===== config.mk =====
export PLATFORM = sky130hd
export DESIGN_NAME = sbod_decoder
export DESIGN_NICKNAME = d
export VERILOG_FILES = /design/src/rtl/sbod_pkg.sv /design/src/rtl/sbod_byte_buf.sv /design/src/rtl/sbod_decoder.sv
export VERILOG_INCLUDE_DIRS = /design/src /design/src/rtl
export SDC_FILE = /design/constraint.sdc
export NUM_CORES = 1
export LEC_CHECK = 0
export BUFFER_PORTS_ARGS = -buffer_cell sky130_fd_sc_hd__buf_2
export CAP_MARGIN = 20
export CELL_PAD_IN_SITES_DETAIL_PLACEMENT = 1
export CELL_PAD_IN_SITES_GLOBAL_PLACEMENT = 1
export CORE_MARGIN = 10
export CORE_UTILIZATION = 40
export DETAILED_ROUTE_END_ITERATION = 6
export GPL_ROUTABILITY_DRIVEN = 0
export PLACE_DENSITY_LB_ADDON = 0.1
export SYNTH_ARGS = -nofsm -noshare
export SYNTH_HDL_FRONTEND = slang
export SYNTH_SLANG_ARGS = --single-unit

===== constraint.sdc =====
create_clock -name ref_clk_i -period 13.5 [get_ports ref_clk_i]
set_input_delay 0.675 -clock ref_clk_i [delete_from_list [all_inputs] [get_ports ref_clk_i]]
set_output_delay 0.675 -clock ref_clk_i [all_outputs]
set_load 0.05 [all_outputs]

===== src/rtl/sbod_defs.svh =====
// Constants for the sixteen-bit opcode decoder: opcode patterns and field codes
`ifndef SBOD_DEFS_SVH
`define SBOD_DEFS_SVH
`define SBOD_OP_ESCAPE 8'h0F
`define SBOD_OP_PROT0 8'h00
`define SBOD_OP_PROT1 8'h01
`define SBOD_OP_LAR 8'h02
`define SBOD_OP_LSL 8'h03
`define SBOD_OP_ITER 8'hF3
`define SBOD_OP_ITER_NE 8'hF2
`define SBOD_OP_CALL_NEAR 8'hE8
`define SBOD_OP_CALL_FAR 8'h9A
`define SBOD_OP_BRA_NEAR 8'hE9
`define SBOD_OP_BRA_FAR 8'hEA
`define SBOD_OP_GRP_FF 8'hFF
`define SBOD_OP_EXIT_NEAR 8'hC3
`define SBOD_OP_EXIT_NEAR_IMM 8'hC2
`define SBOD_OP_EXIT_FAR 8'hCB
`define SBOD_OP_EXIT_FAR_IMM 8'hCA
`define SBOD_OP_INT_TYPE 8'hCD
`define SBOD_OP_INT3 8'hCC
`define SBOD_OP_INTO 8'hCE
`define SBOD_OP_TRAP_EXIT 8'hCF
`define SBOD_OP_ENTER 8'hC8
`define SBOD_OP_LEAVE 8'hC9
`define SBOD_OP_LOOP 8'hE2
`define SBOD_OP_LOOPZ 8'hE1
`define SBOD_OP_LOOPNZ 8'hE0
`define SBOD_OP_JCZ 8'hE3
`define SBOD_MOD_REG 2'h3
`define SBOD_MOD_DISP0 2'h0
`define SBOD_MOD_DISP8 2'h1
`define SBOD_RM_DIRECT 3'h6
`define SBOD_SHIFT_RESERVED 3'h6
`endif


===== src/rtl/sbod_pkg.sv =====
// Types for the sixteen-bit opcode decoder
package sbod_pkg;
   typedef enum logic [5:0] {
      SBOD_OP_NONE = 6'h00, SBOD_OP_AND = 6'h01, SBOD_OP_TEST = 6'h02, SBOD_OP_OR = 6'h03,
      SBOD_OP_XOR = 6'h04, SBOD_OP_NOT = 6'h05, SBOD_OP_SHIFT = 6'h06,
      SBOD_OP_STG_COPY = 6'h07, SBOD_OP_STG_CMP = 6'h08, SBOD_OP_STG_SRCH = 6'h09,
      SBOD_OP_STG_FETCH = 6'h0A, SBOD_OP_STG_DEP = 6'h0B, SBOD_OP_STG_PIN = 6'h0C,
      SBOD_OP_STG_POUT = 6'h0D, SBOD_OP_CALL = 6'h0E, SBOD_OP_BRANCH = 6'h0F,
      SBOD_OP_EXIT = 6'h10, SBOD_OP_COND_BR = 6'h11, SBOD_OP_LOOP_BR = 6'h12,
      SBOD_OP_LOOPZ_BR = 6'h13, SBOD_OP_LOOPNZ_BR = 6'h14, SBOD_OP_COUNT_ZERO_BR = 6'h15,
      SBOD_OP_TRAP = 6'h16, SBOD_OP_TRAP_OVF = 6'h17, SBOD_OP_TRAP_EXIT = 6'h18,
      SBOD_OP_FRAME_SETUP = 6'h19, SBOD_OP_FRAME_DROP = 6'h1A,
      SBOD_OP_CLEAR_CARRY = 6'h1B, SBOD_OP_COMPL_CARRY = 6'h1C, SBOD_OP_SET_CARRY = 6'h1D,
      SBOD_OP_CLEAR_DIR = 6'h1E, SBOD_OP_SET_DIR = 6'h1F, SBOD_OP_CLEAR_IE = 6'h20,
      SBOD_OP_SET_IE = 6'h21, SBOD_OP_SAVE_GLOBAL = 6'h22, SBOD_OP_SAVE_VECTOR = 6'h23,
      SBOD_OP_LOAD_GLOBAL = 6'h24, SBOD_OP_LOAD_VECTOR = 6'h25, SBOD_OP_SAVE_MACHINE = 6'h26,
      SBOD_OP_LOAD_MACHINE = 6'h27, SBOD_OP_SAVE_LOCAL = 6'h28, SBOD_OP_SAVE_TASK = 6'h29,
      SBOD_OP_LOAD_LOCAL = 6'h2A, SBOD_OP_LOAD_TASK = 6'h2B, SBOD_OP_CHECK_RD = 6'h2C,
      SBOD_OP_CHECK_WR = 6'h2D, SBOD_OP_LOAD_RIGHTS = 6'h2E, SBOD_OP_LOAD_LIMIT = 6'h2F
   } sbod_op_t;
   typedef enum logic [2:0] {
      SBOD_SH_ROTATE_LEFT = 3'h0, SBOD_SH_ROTATE_RIGHT = 3'h1,
      SBOD_SH_ROTATE_CARRY_LEFT = 3'h2, SBOD_SH_ROTATE_CARRY_RIGHT = 3'h3,
      SBOD_SH_SHIFT_LEFT = 3'h4, SBOD_SH_SHIFT_LOGICAL_RIGHT = 3'h5,
      SBOD_SH_SHIFT_ARITH_RIGHT = 3'h7
   } sbod_shift_t;
   // Form: register/memory with register, immediate to r/m, immediate to accumulator
   typedef enum logic [1:0] {
      SBOD_FORM_RM_REG = 2'h0, SBOD_FORM_IMM_RM = 2'h1, SBOD_FORM_IMM_ACC = 2'h2,
      SBOD_FORM_OTHER = 2'h3
   } sbod_form_t;
   typedef enum logic [1:0] {
      SBOD_SEG_EXTRA = 2'h0, SBOD_SEG_CODE = 2'h1, SBOD_SEG_STACK = 2'h2, SBOD_SEG_DATA = 2'h3
   } sbod_seg_t;
   typedef enum logic [1:0] {
      SBOD_ITER_NONE = 2'h0, SBOD_ITER_ALWAYS = 2'h1, SBOD_ITER_WHILE_EQ = 2'h2,
      SBOD_ITER_WHILE_NE = 2'h3
   } sbod_iter_t;
   typedef enum logic [3:0] {
      SBOD_BASE_NONE = 4'h0, SBOD_BASE_BW_SI = 4'h1, SBOD_BASE_BW_DST = 4'h2,
      SBOD_BASE_FR_SI = 4'h3, SBOD_BASE_FR_DST = 4'h4, SBOD_BASE_SI = 4'h5,
      SBOD_BASE_DST = 4'h6, SBOD_BASE_FR = 4'h7, SBOD_BASE_BW = 4'h8
   } sbod_base_t;
   // One decoded instruction handed to the execution units
   typedef struct packed {
      sbod_op_t op;
      sbod_form_t form;
      logic invalid;
      logic wide;
      logic dir;
      sbod_shift_t shift_op;
      logic [1:0] shift_count_src;
      logic [3:0] cond;
      logic far;
      logic indirect;
      logic has_imm16;
      sbod_iter_t iter;
      logic reg_operand;
      logic [3:0] rm_reg;
      logic [3:0] reg_sel;
      sbod_base_t base;
      logic [15:0] disp;
      logic [15:0] imm;
      logic [7:0] imm2;
      sbod_seg_t seg;
      sbod_seg_t dest_seg;
   } sbod_decode_t;
endpackage : sbod_pkg


===== src/rtl/sbod_byte_buf.sv =====
// Small register buffer holding the bytes of the instruction being decoded
`timescale 1ns/10ps
module sbod_byte_buf
   import sbod_pkg::*;
(
   input wire logic ref_clk_i,
   input wire logic rst_b_i,
   input wire logic clear_i,
   input wire logic wr_en_i,
   input wire logic [3:0] wr_idx_i,
   input wire logic [7:0] wr_data_i,
   output logic [127:0] rd_data_o
);
   logic [7:0] mem_reg [0:15];
   logic [7:0] mem_next [0:15];

   //==========================================
   // Storage update
   always_comb
   begin
      for (int i = 0; i < 16; i++)
      begin
         mem_next[i] = clear_i ? 8'h00 : mem_reg[i];
      end
      if (wr_en_i)
      begin
         mem_next[wr_idx_i] = wr_data_i;
      end
   end

   // Read data comes from a register so it lines up with the stored bytes
   always_ff @(posedge ref_clk_i)
   begin
      for (int i = 0; i < 16; i++)
      begin
         mem_reg[i] <= rst_b_i ? mem_next[i] : 8'h00;
      end
   end

   always_comb
   begin
      for (int i = 0; i < 16; i++)
      begin
         rd_data_o[i*8 +: 8] = mem_reg[i];
      end
   end
endmodule : sbod_byte_buf


===== src/rtl/sbod_decoder.sv =====
// Sixteen-bit opcode decoder: logic, string, control, flag and protection opcodes
//==========================================
// What this block does
// - AND decoded as 001000dw, 1000000w ext 100, and 0010010w.
// - Flag-only AND: 1000010w, 1111011w ext 000, 1010100w; result discarded.
// - OR decoded as 000010dw, 1000000w ext 001, and 0000110w.
// - XOR as 001100dw, 1000000w ext 110, 0011010w; inversion 1111011w ext 010.
// - Single-byte string primitives, bit 0 selecting byte or word width.
// - 11110011 repeats unconditionally; 1111001z repeats compare/search on equal or not.
// - Calls: E8 near, 9A far direct, FF ext 010/011 indirect.
// - Branches: E9 near, EA far direct, FF ext 100/101 indirect.
// - Exits C3, CB; C2, CA carry a 16-bit stack adjustment.
// - Conditional branch 0111cccc with one displacement byte, nibble is the condition.
// - Counted branches E2, E1, E0 and count-zero E3 with one displacement byte.
// - Traps CD with type byte, CC type 3, CE on overflow, CF trap exit.
// - Frame setup C8 with 16-bit size and level byte; teardown C9.
// - Single-byte flag controls for carry, direction and interrupt enable.
// - 0F 01 extensions: save/load global and vector tables, machine word.
// - 0F 00 local table, task register, read/write checks; 0F 02/03 rights, limit.
// - Addressing form: 11 register, 00 none, 01 sign-extended byte, 10 word.
// - Selector field picks base and index registers; 110 with form 00 is direct.
// - Byte 001rr110 overrides segment: extra, code, stack, data.
// - Register field maps words and byte low/high halves by width.
// - Frame-based operands default to stack unless overridden; string destinations always use extra segment.
// - Shift group opcodes D0/D1 by one, D2/D3 by count, C0/C1 by immediate.
`timescale 1ns/10ps
`include "sbod_defs.svh"
module sbod_decoder
   import sbod_pkg::*;
(
   input wire logic ref_clk_i,
   input wire logic rst_b_i,
   input wire logic byte_valid_i,
   input wire logic [7:0] byte_data_i,
   output logic byte_ready_o,
   output logic dec_valid_o,
   output sbod_decode_t dec_o
);
   typedef enum logic [2:0] {
      SBOD_ST_COLLECT = 3'b001,
      SBOD_ST_EMIT = 3'b010,
      SBOD_ST_HOLD = 3'b100
   } sbod_state_t;

   sbod_state_t state_reg, state_next;
   logic [3:0] cnt_reg, cnt_next;
   logic [127:0] bytes;
   sbod_decode_t dec_reg, dec_next;
   logic valid_reg, valid_next;
   logic [7:0] buf_b [0:15];
   logic [7:0] cur_b [0:15];
   logic [3:0] need;
   logic done;
   sbod_decode_t cand;

   // Byte buffer; the decoder reads the stored bytes plus the one arriving now
   sbod_byte_buf u_buf (
      .ref_clk_i(ref_clk_i),
      .rst_b_i(rst_b_i),
      .clear_i(state_reg == SBOD_ST_EMIT),
      .wr_en_i(byte_valid_i && byte_ready_o),
      .wr_idx_i(cnt_reg),
      .wr_data_i(byte_data_i),
      .rd_data_o(bytes)
   );

   //==========================================
   // Helper functions
   // Bytes of displacement implied by form and selector
   function automatic logic [1:0] disp_len(input logic [7:0] mrm);
      if (mrm[7:6] == `SBOD_MOD_REG) disp_len = 2'd0;
      else if (mrm[7:6] == `SBOD_MOD_DISP0)
         disp_len = (mrm[2:0] == `SBOD_RM_DIRECT) ? 2'd2 : 2'd0;
      else if (mrm[7:6] == `SBOD_MOD_DISP8) disp_len = 2'd1;
      else disp_len = 2'd2;
   endfunction : disp_len

   // Immediate length for data that follows, by width bit
   function automatic logic [3:0] imm_len(input logic w);
      imm_len = w ? 4'd2 : 4'd1;
   endfunction : imm_len

   always_comb
   begin
      for (int i = 0; i < 16; i++)
      begin
         buf_b[i] = bytes[i*8 +: 8];
         cur_b[i] = (4'(i) == cnt_reg) ? byte_data_i : buf_b[i];
      end
   end

   //==========================================
   // Decode of the bytes gathered so far; prefixes shift the opcode position
   always_comb
   begin
      logic [3:0] p;
      logic [7:0] op;
      logic [7:0] mrm;
      logic [7:0] op2;
      logic [3:0] mpos;
      logic modrm;
      logic [3:0] extra;
      logic [2:0] ext;
      p = 4'd0;
      cand = '0;
      cand.seg = SBOD_SEG_DATA;
      cand.dest_seg = SBOD_SEG_EXTRA;
      cand.form = SBOD_FORM_OTHER;
      modrm = 1'b0;
      extra = 4'd0;
      mpos = 4'd1;
      if (cnt_reg >= 4'd1 && buf_b[0][7:5] == 3'b001 && buf_b[0][2:0] == 3'b110)
      begin
         cand.seg = sbod_seg_t'(buf_b[0][4:3]);
         p = 4'd1;
      end
      if (cnt_reg > p && (buf_b[p] == `SBOD_OP_ITER || buf_b[p] == `SBOD_OP_ITER_NE))
      begin
         cand.iter = (buf_b[p] == `SBOD_OP_ITER) ? SBOD_ITER_ALWAYS : SBOD_ITER_WHILE_NE;
         p = p + 4'd1;
      end
      op = cur_b[p];
      op2 = cur_b[p + 4'd1];
      mrm = cur_b[p + 4'd1];
      ext = mrm[5:3];
      mpos = p + 4'd1;
      cand.wide = op[0];
      cand.dir = op[1];
      cand.invalid = 1'b0;
      if (op[7:2] == 6'b001000 || op[7:2] == 6'b000010 || op[7:2] == 6'b001100)
      begin
         cand.op = (op[5:4] == 2'b10) ? SBOD_OP_AND : (op[5] ? SBOD_OP_XOR : SBOD_OP_OR);
         cand.form = SBOD_FORM_RM_REG;
         modrm = 1'b1;
      end
      else if (op[7:1] == 7'b0010010 || op[7:1] == 7'b0000110 || op[7:1] == 7'b0011010
               || op[7:1] == 7'b1010100)
      begin
         cand.op = (op[7:1] == 7'b0010010) ? SBOD_OP_AND :
                   (op[7:1] == 7'b0000110) ? SBOD_OP_OR :
                   (op[7:1] == 7'b0011010) ? SBOD_OP_XOR : SBOD_OP_TEST;
         cand.form = SBOD_FORM_IMM_ACC;
         extra = imm_len(op[0]);
      end
      else if (op[7:1] == 7'b1000000)
      begin
         modrm = 1'b1;
         cand.form = SBOD_FORM_IMM_RM;
         extra = imm_len(op[0]);
         unique case (ext)
            3'b100: cand.op = SBOD_OP_AND;
            3'b001: cand.op = SBOD_OP_OR;
            3'b110: cand.op = SBOD_OP_XOR;
            default: cand.invalid = 1'b1;
         endcase
      end
      else if (op[7:1] == 7'b1000010)
      begin
         cand.op = SBOD_OP_TEST;
         cand.form = SBOD_FORM_RM_REG;
         modrm = 1'b1;
      end
      else if (op[7:1] == 7'b1111011)
      begin
         modrm = 1'b1;
         if (ext == 3'b000)
         begin
            cand.op = SBOD_OP_TEST;
            cand.form = SBOD_FORM_IMM_RM;
            extra = imm_len(op[0]);
         end
         else if (ext == 3'b010)
            cand.op = SBOD_OP_NOT;
         else
            cand.invalid = 1'b1;
      end
      else if (op[7:1] == 7'b1101000 || op[7:1] == 7'b1101001 || op[7:1] == 7'b1100000)
      begin
         // shift groups; shift field, code 110 undefined
         cand.op = SBOD_OP_SHIFT;
         modrm = 1'b1;
         cand.shift_op = sbod_shift_t'(ext);
         cand.shift_count_src = (op[7:1] == 7'b1100000) ? 2'd2 : {1'b0, op[1]};
         extra = (op[7:1] == 7'b1100000) ? 4'd1 : 4'd0;
         cand.invalid = (ext == `SBOD_SHIFT_RESERVED);
      end
      else if (op[7:1] == 7'b1010010 || op[7:1] == 7'b1010011 || op[7:1] == 7'b1010111
               || op[7:1] == 7'b1010110 || op[7:1] == 7'b1010101
               || op[7:1] == 7'b0110110 || op[7:1] == 7'b0110111)
      begin
         unique case (op[7:1])
            7'b1010010: cand.op = SBOD_OP_STG_COPY;
            7'b1010011: cand.op = SBOD_OP_STG_CMP;
            7'b1010111: cand.op = SBOD_OP_STG_SRCH;
            7'b1010110: cand.op = SBOD_OP_STG_FETCH;
            7'b1010101: cand.op = SBOD_OP_STG_DEP;
            7'b0110110: cand.op = SBOD_OP_STG_PIN;
            default: cand.op = SBOD_OP_STG_POUT;
         endcase
         // conditional repeat only for compare and search
         if (cand.iter != SBOD_ITER_NONE && (cand.op == SBOD_OP_STG_CMP
             || cand.op == SBOD_OP_STG_SRCH))
            cand.iter = (p != 4'd0 && buf_b[p - 4'd1][0]) ? SBOD_ITER_WHILE_EQ
                        : SBOD_ITER_WHILE_NE;
         else if (cand.iter == SBOD_ITER_WHILE_NE)
            cand.invalid = 1'b1;
      end
      else if (op == `SBOD_OP_CALL_NEAR || op == `SBOD_OP_BRA_NEAR)
      begin
         cand.op = (op == `SBOD_OP_CALL_NEAR) ? SBOD_OP_CALL : SBOD_OP_BRANCH;
         extra = 4'd2;
      end
      else if (op == `SBOD_OP_CALL_FAR || op == `SBOD_OP_BRA_FAR)
      begin
         cand.op = (op == `SBOD_OP_CALL_FAR) ? SBOD_OP_CALL : SBOD_OP_BRANCH;
         cand.far = 1'b1;
         extra = 4'd4;
      end
      else if (op == `SBOD_OP_GRP_FF)
      begin
         modrm = 1'b1;
         cand.indirect = 1'b1;
         cand.far = ext[0];
         unique case (ext)
            3'b010, 3'b011: cand.op = SBOD_OP_CALL;
            3'b100, 3'b101: cand.op = SBOD_OP_BRANCH;
            default: cand.invalid = 1'b1;
         endcase
      end
      else if (op == `SBOD_OP_EXIT_NEAR || op == `SBOD_OP_EXIT_FAR
               || op == `SBOD_OP_EXIT_NEAR_IMM || op == `SBOD_OP_EXIT_FAR_IMM)
      begin
         // exits, immediate added to stack pointer after the pop
         cand.op = SBOD_OP_EXIT;
         cand.far = op[3];
         cand.has_imm16 = ~op[0];
         extra = op[0] ? 4'd0 : 4'd2;
      end
      else if (op[7:4] == 4'b0111)
      begin
         cand.op = SBOD_OP_COND_BR;
         cand.cond = op[3:0];
         extra = 4'd1;
      end
      else if (op[7:2] == 6'b111000)
      begin
         unique case (op[1:0])
            2'b10: cand.op = SBOD_OP_LOOP_BR;
            2'b01: cand.op = SBOD_OP_LOOPZ_BR;
            2'b00: cand.op = SBOD_OP_LOOPNZ_BR;
            default: cand.op = SBOD_OP_COUNT_ZERO_BR;
         endcase
         extra = 4'd1;
      end
      else if (op[7:2] == 6'b110011)
      begin
         // traps; type 3 reported in the immediate
         unique case (op[1:0])
            2'b01: cand.op = SBOD_OP_TRAP;
            2'b00: cand.op = SBOD_OP_TRAP;
            2'b10: cand.op = SBOD_OP_TRAP_OVF;
            default: cand.op = SBOD_OP_TRAP_EXIT;
         endcase
         extra = (op == `SBOD_OP_INT_TYPE) ? 4'd1 : 4'd0;
      end
      else if (op == `SBOD_OP_ENTER || op == `SBOD_OP_LEAVE)
      begin
         cand.op = (op == `SBOD_OP_ENTER) ? SBOD_OP_FRAME_SETUP : SBOD_OP_FRAME_DROP;
         extra = (op == `SBOD_OP_ENTER) ? 4'd3 : 4'd0;
      end
      else if (op == 8'hF8 || op == 8'hF5 || op == 8'hF9 || op == 8'hFC || op == 8'hFD
               || op == 8'hFA || op == 8'hFB)
      begin
         unique case (op[3:0])
            4'h8: cand.op = SBOD_OP_CLEAR_CARRY;
            4'h5: cand.op = SBOD_OP_COMPL_CARRY;
            4'h9: cand.op = SBOD_OP_SET_CARRY;
            4'hC: cand.op = SBOD_OP_CLEAR_DIR;
            4'hD: cand.op = SBOD_OP_SET_DIR;
            4'hA: cand.op = SBOD_OP_CLEAR_IE;
            default: cand.op = SBOD_OP_SET_IE;
         endcase
      end
      else if (op == `SBOD_OP_ESCAPE)
      begin
         mrm = cur_b[p + 4'd2];
         ext = mrm[5:3];
         mpos = (op2[7:2] == 6'b000000) ? p + 4'd2 : p + 4'd1;
         modrm = 1'b1;
         unique case (op2)
            `SBOD_OP_PROT1:
               unique case (ext)
                  3'b000: cand.op = SBOD_OP_SAVE_GLOBAL;
                  3'b001: cand.op = SBOD_OP_SAVE_VECTOR;
                  3'b010: cand.op = SBOD_OP_LOAD_GLOBAL;
                  3'b011: cand.op = SBOD_OP_LOAD_VECTOR;
                  3'b100: cand.op = SBOD_OP_SAVE_MACHINE;
                  3'b110: cand.op = SBOD_OP_LOAD_MACHINE;
                  default: cand.invalid = 1'b1;
               endcase
            `SBOD_OP_PROT0:
               unique case (ext)
                  3'b000: cand.op = SBOD_OP_SAVE_LOCAL;
                  3'b001: cand.op = SBOD_OP_SAVE_TASK;
                  3'b010: cand.op = SBOD_OP_LOAD_LOCAL;
                  3'b011: cand.op = SBOD_OP_LOAD_TASK;
                  3'b100: cand.op = SBOD_OP_CHECK_RD;
                  3'b101: cand.op = SBOD_OP_CHECK_WR;
                  default: cand.invalid = 1'b1;
               endcase
            `SBOD_OP_LAR: cand.op = SBOD_OP_LOAD_RIGHTS;
            `SBOD_OP_LSL: cand.op = SBOD_OP_LOAD_LIMIT;
            default: cand.invalid = 1'b1;
         endcase
      end
      else
      begin
         // anything else is reported as invalid
         cand.invalid = 1'b1;
      end
      // a repeat prefix is only legal before a string primitive
      if (cand.iter != SBOD_ITER_NONE && (cand.op < SBOD_OP_STG_COPY
          || cand.op > SBOD_OP_STG_POUT))
         cand.invalid = 1'b1;
      // length: opcode, operand byte, displacement, then data
      if (cand.invalid)
         need = p;
      else if (modrm)
         need = mpos + (cnt_reg >= mpos ? 4'(disp_len(mrm)) : 4'd0) + extra;
      else
         need = p + extra;
      // An extension code is only judged once its byte has arrived
      done = (cnt_reg >= need) && !(modrm && cnt_reg < mpos)
             && !(cnt_reg == p && ((p == 4'd0 && op[7:5] == 3'b001 && op[2:0] == 3'b110)
                  || (cand.iter == SBOD_ITER_NONE
                      && (op == `SBOD_OP_ITER || op == `SBOD_OP_ITER_NE))));
      cand.reg_operand = modrm && (mrm[7:6] == `SBOD_MOD_REG);
      // register codes carry width as their top bit
      cand.rm_reg = {cand.wide, mrm[2:0]};
      cand.reg_sel = {cand.wide, mrm[5:3]};
      if (modrm && !cand.reg_operand)
      begin
         if (mrm[7:6] == `SBOD_MOD_DISP0 && mrm[2:0] == `SBOD_RM_DIRECT)
            cand.base = SBOD_BASE_NONE;
         else
            cand.base = sbod_base_t'({1'b0, mrm[2:0]} + 4'd1);
         unique case (disp_len(mrm))
            2'd1: cand.disp = {{8{cur_b[mpos + 4'd1][7]}}, cur_b[mpos + 4'd1]};
            2'd2: cand.disp = {cur_b[mpos + 4'd2], cur_b[mpos + 4'd1]};
            default: cand.disp = 16'h0000;
         endcase
         // frame register defaults to stack unless overridden
         if (p == 4'd0 || cand.seg == SBOD_SEG_DATA)
            if (cand.base == SBOD_BASE_FR_SI || cand.base == SBOD_BASE_FR_DST
                || cand.base == SBOD_BASE_FR)
               cand.seg = (buf_b[0][7:5] == 3'b001 && buf_b[0][2:0] == 3'b110 && p != 4'd0)
                          ? cand.seg : SBOD_SEG_STACK;
      end
      // Immediate data or branch displacement after any operand bytes
      begin
         logic [3:0] ip;
         ip = need - extra + 4'd1;
         cand.imm = (extra >= 4'd2) ? {cur_b[ip + 4'd1], cur_b[ip]} :
                    (extra == 4'd1) ? {8'h00, cur_b[ip]} : 16'h0000;
         cand.imm2 = (extra == 4'd3) ? cur_b[ip + 4'd2] : 8'h00;
         if (op == `SBOD_OP_INT3 && cand.op == SBOD_OP_TRAP)
            cand.imm = 16'h0003;
      end
      // string destination always in extra segment
      cand.dest_seg = SBOD_SEG_EXTRA;
   end

   //==========================================
   // Sequencing: gather bytes, present one decode per instruction
   always_comb
   begin
      state_next = state_reg;
      cnt_next = cnt_reg;
      dec_next = dec_reg;
      valid_next = 1'b0;
      unique case (state_reg)
         SBOD_ST_COLLECT:
            if (byte_valid_i)
            begin
               if (done)
               begin
                  dec_next = cand;
                  valid_next = 1'b1;
                  state_next = SBOD_ST_EMIT;
               end
               cnt_next = cnt_reg + 4'd1;
            end
         SBOD_ST_EMIT:
         begin
            cnt_next = 4'd0;
            state_next = SBOD_ST_COLLECT;
         end
         default: state_next = SBOD_ST_COLLECT;
      endcase
   end

   always_ff @(posedge ref_clk_i)
   begin
      if (!rst_b_i)
      begin
         state_reg <= SBOD_ST_COLLECT;
         cnt_reg <= 4'd0;
         dec_reg <= '0;
         valid_reg <= 1'b0;
      end
      else
      begin
         state_reg <= state_next;
         cnt_reg <= cnt_next;
         dec_reg <= dec_next;
         valid_reg <= valid_next;
      end
   end

   assign byte_ready_o = (state_reg == SBOD_ST_COLLECT);
   assign dec_valid_o = valid_reg;
   assign dec_o = dec_reg;
endmodule : sbod_decoder


* Word-level counts from Yosys, hierarchy flattened
Memory sizes are Yosys's and may differ from the RTL's.
Index checks and enable logic that the tools add are counted.
** Word-level totals
- Register bits after elaboration :: 87
- Memories kept :: 1
- Output and inout port bits :: 84
- Input bits :: 11
- Word-level logic and storage cells :: 544
- Bits in writable memories :: 128
** Cells by class
- Bitwise gates (word level) :: 12
- Reductions and logical operators :: 83
- Add/subtract/negate cells :: 15
- Equal/unequal tests :: 110
- $lt $le $gt $ge :: 20
- Muxes and demuxes :: 280
** Memories
- u_buf.mem_reg :: depth 16, width 8, rd ports 16, clocked after memory_dff 0, wr ports 16, RTL line sbod_byte_buf.sv:14 : logic [7:0] mem_reg [0:15];
** Operators by type and width (number)
- 2-to-1 mux 8 bit :: 89
- binary-select mux 8 bit (select 4 bit) :: 10
- equality test 8 bit, second input constant :: 24
- 2-to-1 mux 4 bit :: 33
- bitwise mux 128 bit :: 1
- 2-to-1 mux 128 bit :: 1
- 2-to-1 mux 6 bit :: 20
- one-hot mux 6 bit (6 select lines) :: 3
- equality test 7 bit, second input constant :: 12
- 2-to-1 mux 14 bit :: 5
- 2-to-1 mux 2 bit :: 32
- 2-to-1 mux 1 bit :: 57
- >= comparator 5 bit, second input constant :: 11
- NOT 4 -> 5 bit :: 11
- logical OR 1 bit :: 33
- 2-to-1 mux 3 bit :: 11
- demux 8 bit (select 4 bit) :: 1
- equality test 4 bit, first input constant :: 8
- 2-to-1 mux 16 bit :: 2
- one-hot mux 16 bit (2 select lines) :: 1
- equality test 3 bit, second input constant :: 9
- adder 4 x 1 -> 4 bit, second input constant :: 6
- equality test 6 x 4 -> 1 bit, second input constant :: 4
- one-hot mux 4 bit (2 select lines) :: 3
- other kinds (60) :: 133

* Depth between registers and ports, before layout
An unclocked memory read counts as a cell.
- Depth after elaboration :: 61
- Mapped depth :: 56
- Mapped depth without buffers :: 45

* By module
Synthesis repeated with hierarchy kept, for this count alone.
** Second synthesis, totals
- Cells, all modules :: 2202
- Area, all modules :: 18898.1 um^2
** Modules (own cells, without submodules)
- sbod_decoder :: area an instance 14211.1 um^2, sequential area each 1701.6 um^2, cells an instance 1728, instances 1
- sbod_byte_buf :: area an instance 4687.0 um^2, sequential area each 2562.5 um^2, cells an instance 474, instances 1

* Least setup slack after synthesis
OpenSTA, ideal clock, no wires.
- Path kind :: flip-flop to flip-flop
- From :: register cnt_reg[0]
- To :: register dec_reg, in the netlist dec_o[4]
- Setup slack :: 1.726 ns
- Setup time :: 0.117 ns
- Data required time :: 13.383 ns
- Cell stages (with the launch flop) :: 52
- Arrival time :: 11.657 ns
- Clock period less this slack :: 11.774 ns
- Buffers on the path :: 11
- Path through :: dfxtp_1 inv_1 ha_1 or3b_1 buf_2 o21a_1 ha_1 o21ai_0 o22a_1 inv_1 ha_1 clkbuf_1 buf_1 clkbuf_1 buf_1 a31oi_1 inv_1 ha_1 (+16 left out) fa_1 ha_1 inv_1 fa_1 o21ai_0 nand2_1 inv_1 ha_1 inv_1 fa_1 clkbuf_1 inv_1 ha_1 buf_1 clkbuf_1 mux4_2 mux2_4 a22o_1
** RTL lines
- start, declared :: RTL line sbod_decoder.sv:46 : logic [3:0] cnt_reg, cnt_next;
- start signal, assigned :: RTL line sbod_decoder.sv:414 : cnt_reg <= cnt_next;
- end signal, assigned :: RTL line sbod_decoder.sv:415 : dec_reg <= dec_next;
- end, declared :: RTL line sbod_decoder.sv:48 : sbod_decode_t dec_reg, dec_next;

* Final worst setup path
- From :: register cnt_reg[0]
- To :: register dec_reg, in the netlist dec_o[26]
** Between the ends
- Cells in the longest elaborated chain, start to end :: 59
- Elaborated cells between the ends (all ways) :: 388
- Classes of those cells :: add/sub: 10; order compare: 8; eq/ne: 97; mux: 200; bitwise: 6; reduce/logical: 67
** Ends and longest elaborated chain
- >= comparator 4 x 1 -> 1 bit :: RTL line sbod_decoder.sv:112 : if (cnt_reg >= 4'd1 && buf_b[0][7:5] == 3'b001 && buf_b[0][2:0] == 3'b110)
- logical AND 1 bit (2 in series) :: RTL line sbod_decoder.sv:112
- 2-to-1 mux 1 bit :: RTL line sbod_decoder.sv:112
- NOT 4 -> 5 bit (not written as such) :: RTL line sbod_decoder.sv:117, sbod_decoder.sv:119
- binary-select mux 8 bit (select 4 bit) :: RTL line sbod_decoder.sv:117, sbod_decoder.sv:119
- 2-to-1 mux 8 bit (not written as such) (2 in series) :: RTL line sbod_decoder.sv:117, sbod_decoder.sv:119
- equality test 8 bit (no line)
- logical OR 1 bit (no line)
- (+40 left out)
- subtractor 4 bit :: RTL line sbod_decoder.sv:362 : ip = need - extra + 4'd1;
- adder 4 x 1 -> 4 bit :: RTL line sbod_decoder.sv:362
- adder 4 x 1 -> 4 bit :: RTL line sbod_decoder.sv:363 : cand.imm = (extra >= 4'd2) ? {cur_b[ip + 4'd1], cur_b[ip]} :
- NOT 4 -> 5 bit (not written as such) :: RTL line sbod_decoder.sv:363
- binary-select mux 8 bit (select 4 bit) :: RTL line sbod_decoder.sv:363
- 2-to-1 mux 8 bit (not written as such) (2 in series) :: RTL line sbod_decoder.sv:363
- 2-to-1 mux 16 bit :: RTL line sbod_decoder.sv:363
- 2-to-1 mux 16 bit :: RTL line sbod_decoder.sv:366 : if (op == `SBOD_OP_INT3 && cand.op == SBOD_OP_TRAP)
Parallel ways exist; a longest one is shown, timed or not. The select of a mux whose other input is x is not followed.
A chain may end at the register's enable or synchronous reset.

==> key figures <==
Logic synthesis
  • Ys async rst share: 0
  • #FFs+latches synth: about 210
  • Netlist cell types: a little under 100
  • Synthesized area per cell: a little over 8 µm²
  • EDFF count, synth: 0
  • Syn Inst Count: ~2400
  • Top_reg_cell synth: dfxtp_1
  • Ys Warns: 0
  • Synth Cell Area: 0.0195 mm²
  • Sequential area share after synthesis: 0.219

Timing
  • Post-layout worst setup margin: 0.663 ns
  • Max Fclk: about 0.08 GHz
  • Setup Viol. Count Final: 0
  • Slew Viols, Final: 0
  • Slew HR: 0.209
  • Worst-Margin Slew: around 1.2 ns
  • Worst Clk Skew: between 0.04 and 0.05 ns
  • Final hold vios: 0
  • RSZ-0062 raised after global routing: no
  • Setup TNS: 0 ns
  • Fin crit period: around 13 ns
  • Tcrit/Tclk final: 0.951

Finish
  • Max FFs per register: roughly 130
  • Area grow syn2layout: 8.55%
  • Most frequent cells in the layout: nand2_1, dfxtp_1, nand3_1
  • Most common cell after layout, fill and taps aside: nand2_1
  • Layout fillers: slightly below 6000
  • Share of cells above drive strength 1: 0.165
  • Total Nets Final: roughly 2400

Setup path
  • Crit path largest cell delay: approximately 0.65 ns
  • Most used cell, CP: inv_1
  • Kind of critical path: reg -> reg
  • Data required time of the worst path: ~14 ns
  • CP max stage cell: ha_2
  • Critical Path Fanout Max: a little over 40
  • Type of origin of the critical path: register
  • Crit path DAT: 13.35 ns
  • Worst Setup End Kind: register

Pwr
  • Max VDD drop: 393 µV
  • Leak: around 8 nW
  • P per Cell Area: between 200 and 250 mW/mm²
  • Total Power: 5.10 mW

Die
  • Initial Util: 0.406
  • Die height: roughly 240 µm
  • Die width: about 240 µm
  • Die Area: roughly 0.058 mm²
  • I/O pin cnt: between 90 and 100
  • Core Area: about 0.048 mm²
  • Row cnt: 80

CTS
  • CTS tree: done
  • CTS Sinks: around 210
  • Clk buf depth: 3
  • Root Buffer: clkbuf_16
  • Setup bufs post-CTS: 0
  • Inserted Clock Buffers: 26
  • Worst skew pair latency: ~0.60 ns
  • H-Tree Depth: 1
  • Clk slew on worst S/H paths: ~0.080 ns

Route
  • Routed Antenna Nets: 0
  • Routed via count: 20900
  • DR pass1 iterations: 7
  • Residual DRC count: 1
  • DRT iter0 DRCs: 2719
  • Wire per inst: approximately 31 µm
  • WL final: 94600 µm
  • Vias per std cell: ~6.9

Placed design
  • Port bufs: slightly above 90
  • DP Worst Slack: between 0.7 and 0.8 ns
  • DP HPWL: about 69000 µm

Hold path
  • Worst hold path type: reg -> reg

Global route
  • Initial antenna violation count: 2
  • Vias in the first global route: 20100
  • First-pass GRT wire length: 139000 µm
  • All-Layer GR Usage: 0.316
  • Total grt overflow: 0
  • Largest net degree at the start of global routing: 120

Status
  • Outcome: complete, but fails checks
  • Failing checks: DRC

Job
  • Max_cap viols: 0
[critical path: cells and delay by family, from the launching register on]
family                   cells  cell delay, ns
AND/OR/NAND/NOR             12            3.30
adder cells (fa/ha/maj)     10            3.98
flip-flops                   1            0.38
AO/OA/AOI/OAI               11            2.53
XOR/XNOR                     1            0.55
multiplexers                 1            0.45
buffers and inverters        8            1.53
[power breakdown]
group | internal, mW | switching (mW) | leakage, nW | total [mW]
Sequential | 0.667 | 0.0403 | 1.72 | 0.707
Combinational | 1.24 | 2.45 | 5.89 | 3.69
Clock | 0.390 | 0.311 | 0.396 | 0.701
Total | 2.30 | 2.80 | 8.01 | 5.10
[path summary, 6_finish.rpt]
check / startpoint / to / slack [ns] / cells past startpoint
hold reg to reg: dec_o[60] / dec_o[60] / 0.46 / 2
hold / removal: dec_o[60] / dec_o[60] / 0.46 / 2
setup reg to reg: cnt_reg[0] / dec_o[26] / 0.66 / 43
setup / recovery: cnt_reg[0] / dec_o[26] / 0.66 / 43
[cells by family (layout without fill, tap and decap cells)]
kind of cell | count (synthesis) | in the layout | synth area share
compound gates | 671 | 671 | 0.241
mux | 306 | 306 | 0.228
fa+ha+maj | 40 | 40 | 0.0276
flops | 213 | 213 | 0.219
buf+inv | 272 | 247 | 0.0600
xor+xnor | 17 | 17 | 0.00906
other cells | 1 | 3 | 0.000193
simple gates | 898 | 898 | 0.215
[per-layer routing]
| metal | wire length [µm] | part of all wire | global-route usage | up-vias |
|---|---|---|---|---|
| met4 | 4560 | 0.048 | 0.133 | 4 |
| met1 | 39100 | 0.41 | 0.432 | 10400 |
| met3 | 11200 | 0.12 | 0.0836 | 272 |
| li1 | - | - | - | 8928 |
| met2 | 39700 | 0.42 | 0.462 | 1319 |
| met5 | 24 | 0.00025 | 0 | - |
[repair_timing]
item,in CTS,in global routing
resized for setup,0,3
hold buffers,0,0
endpoints found under the setup margin,0,21
[synthesized netlist by cell type (all sizes together), types with 10 or more instances]
cell type,count,area share
a32o,16,0.0082
xnor2,12,0.0054
a21o,13,0.0050
and2,23,0.0075
and3,18,0.0058
clkbuf,146,0.028
a211o,10,0.0045
nand3,204,0.053
nor4,12,0.0057
a21boi,147,0.057
nor2,148,0.029
nand2,362,0.070
mux2i,156,0.080
mux2,46,0.027
a22o,13,0.0058
nand4,10,0.0032
nor3,35,0.0090
a21oi,142,0.037
dfxtp,213,0.22
a31oi,18,0.0058
inv,44,0.0086
ha,35,0.022
a211oi,36,0.015
o22ai,16,0.0055
buf,81,0.023
nor3b,11,0.0051
nor2b,26,0.0084
a32oi,11,0.0053
mux4,104,0.12
o21ai,105,0.027
o2111ai,12,0.0054
o211ai,38,0.015
[area by class of cell]
type                       instances  area [µm²]  share of cell area
tap                              615         769              0.0364
antenna                            1        2.50            0.000118
inverter                          45         171             0.00811
clock buffer                      40         763              0.0361
timing repair buffer             154         970              0.0459
multi-input combinational       1934       14100               0.668
sequential                       213        4260               0.202
clock inverter                     8        66.3             0.00314
[per-stage QoR]
stage                     hold WS (ns)  cells   util  cell area, µm²
after floorplan                  0.451   2419      -           19500
after global placement           0.446   2955  0.421           20200
after detailed placement         0.452   2956  0.421           20200
after CTS                        0.468   3004  0.439           21000
after global routing             0.497   3009  0.441           21100
final                            0.461   3010  0.441           21100
(Power assumes the default switching activity.)
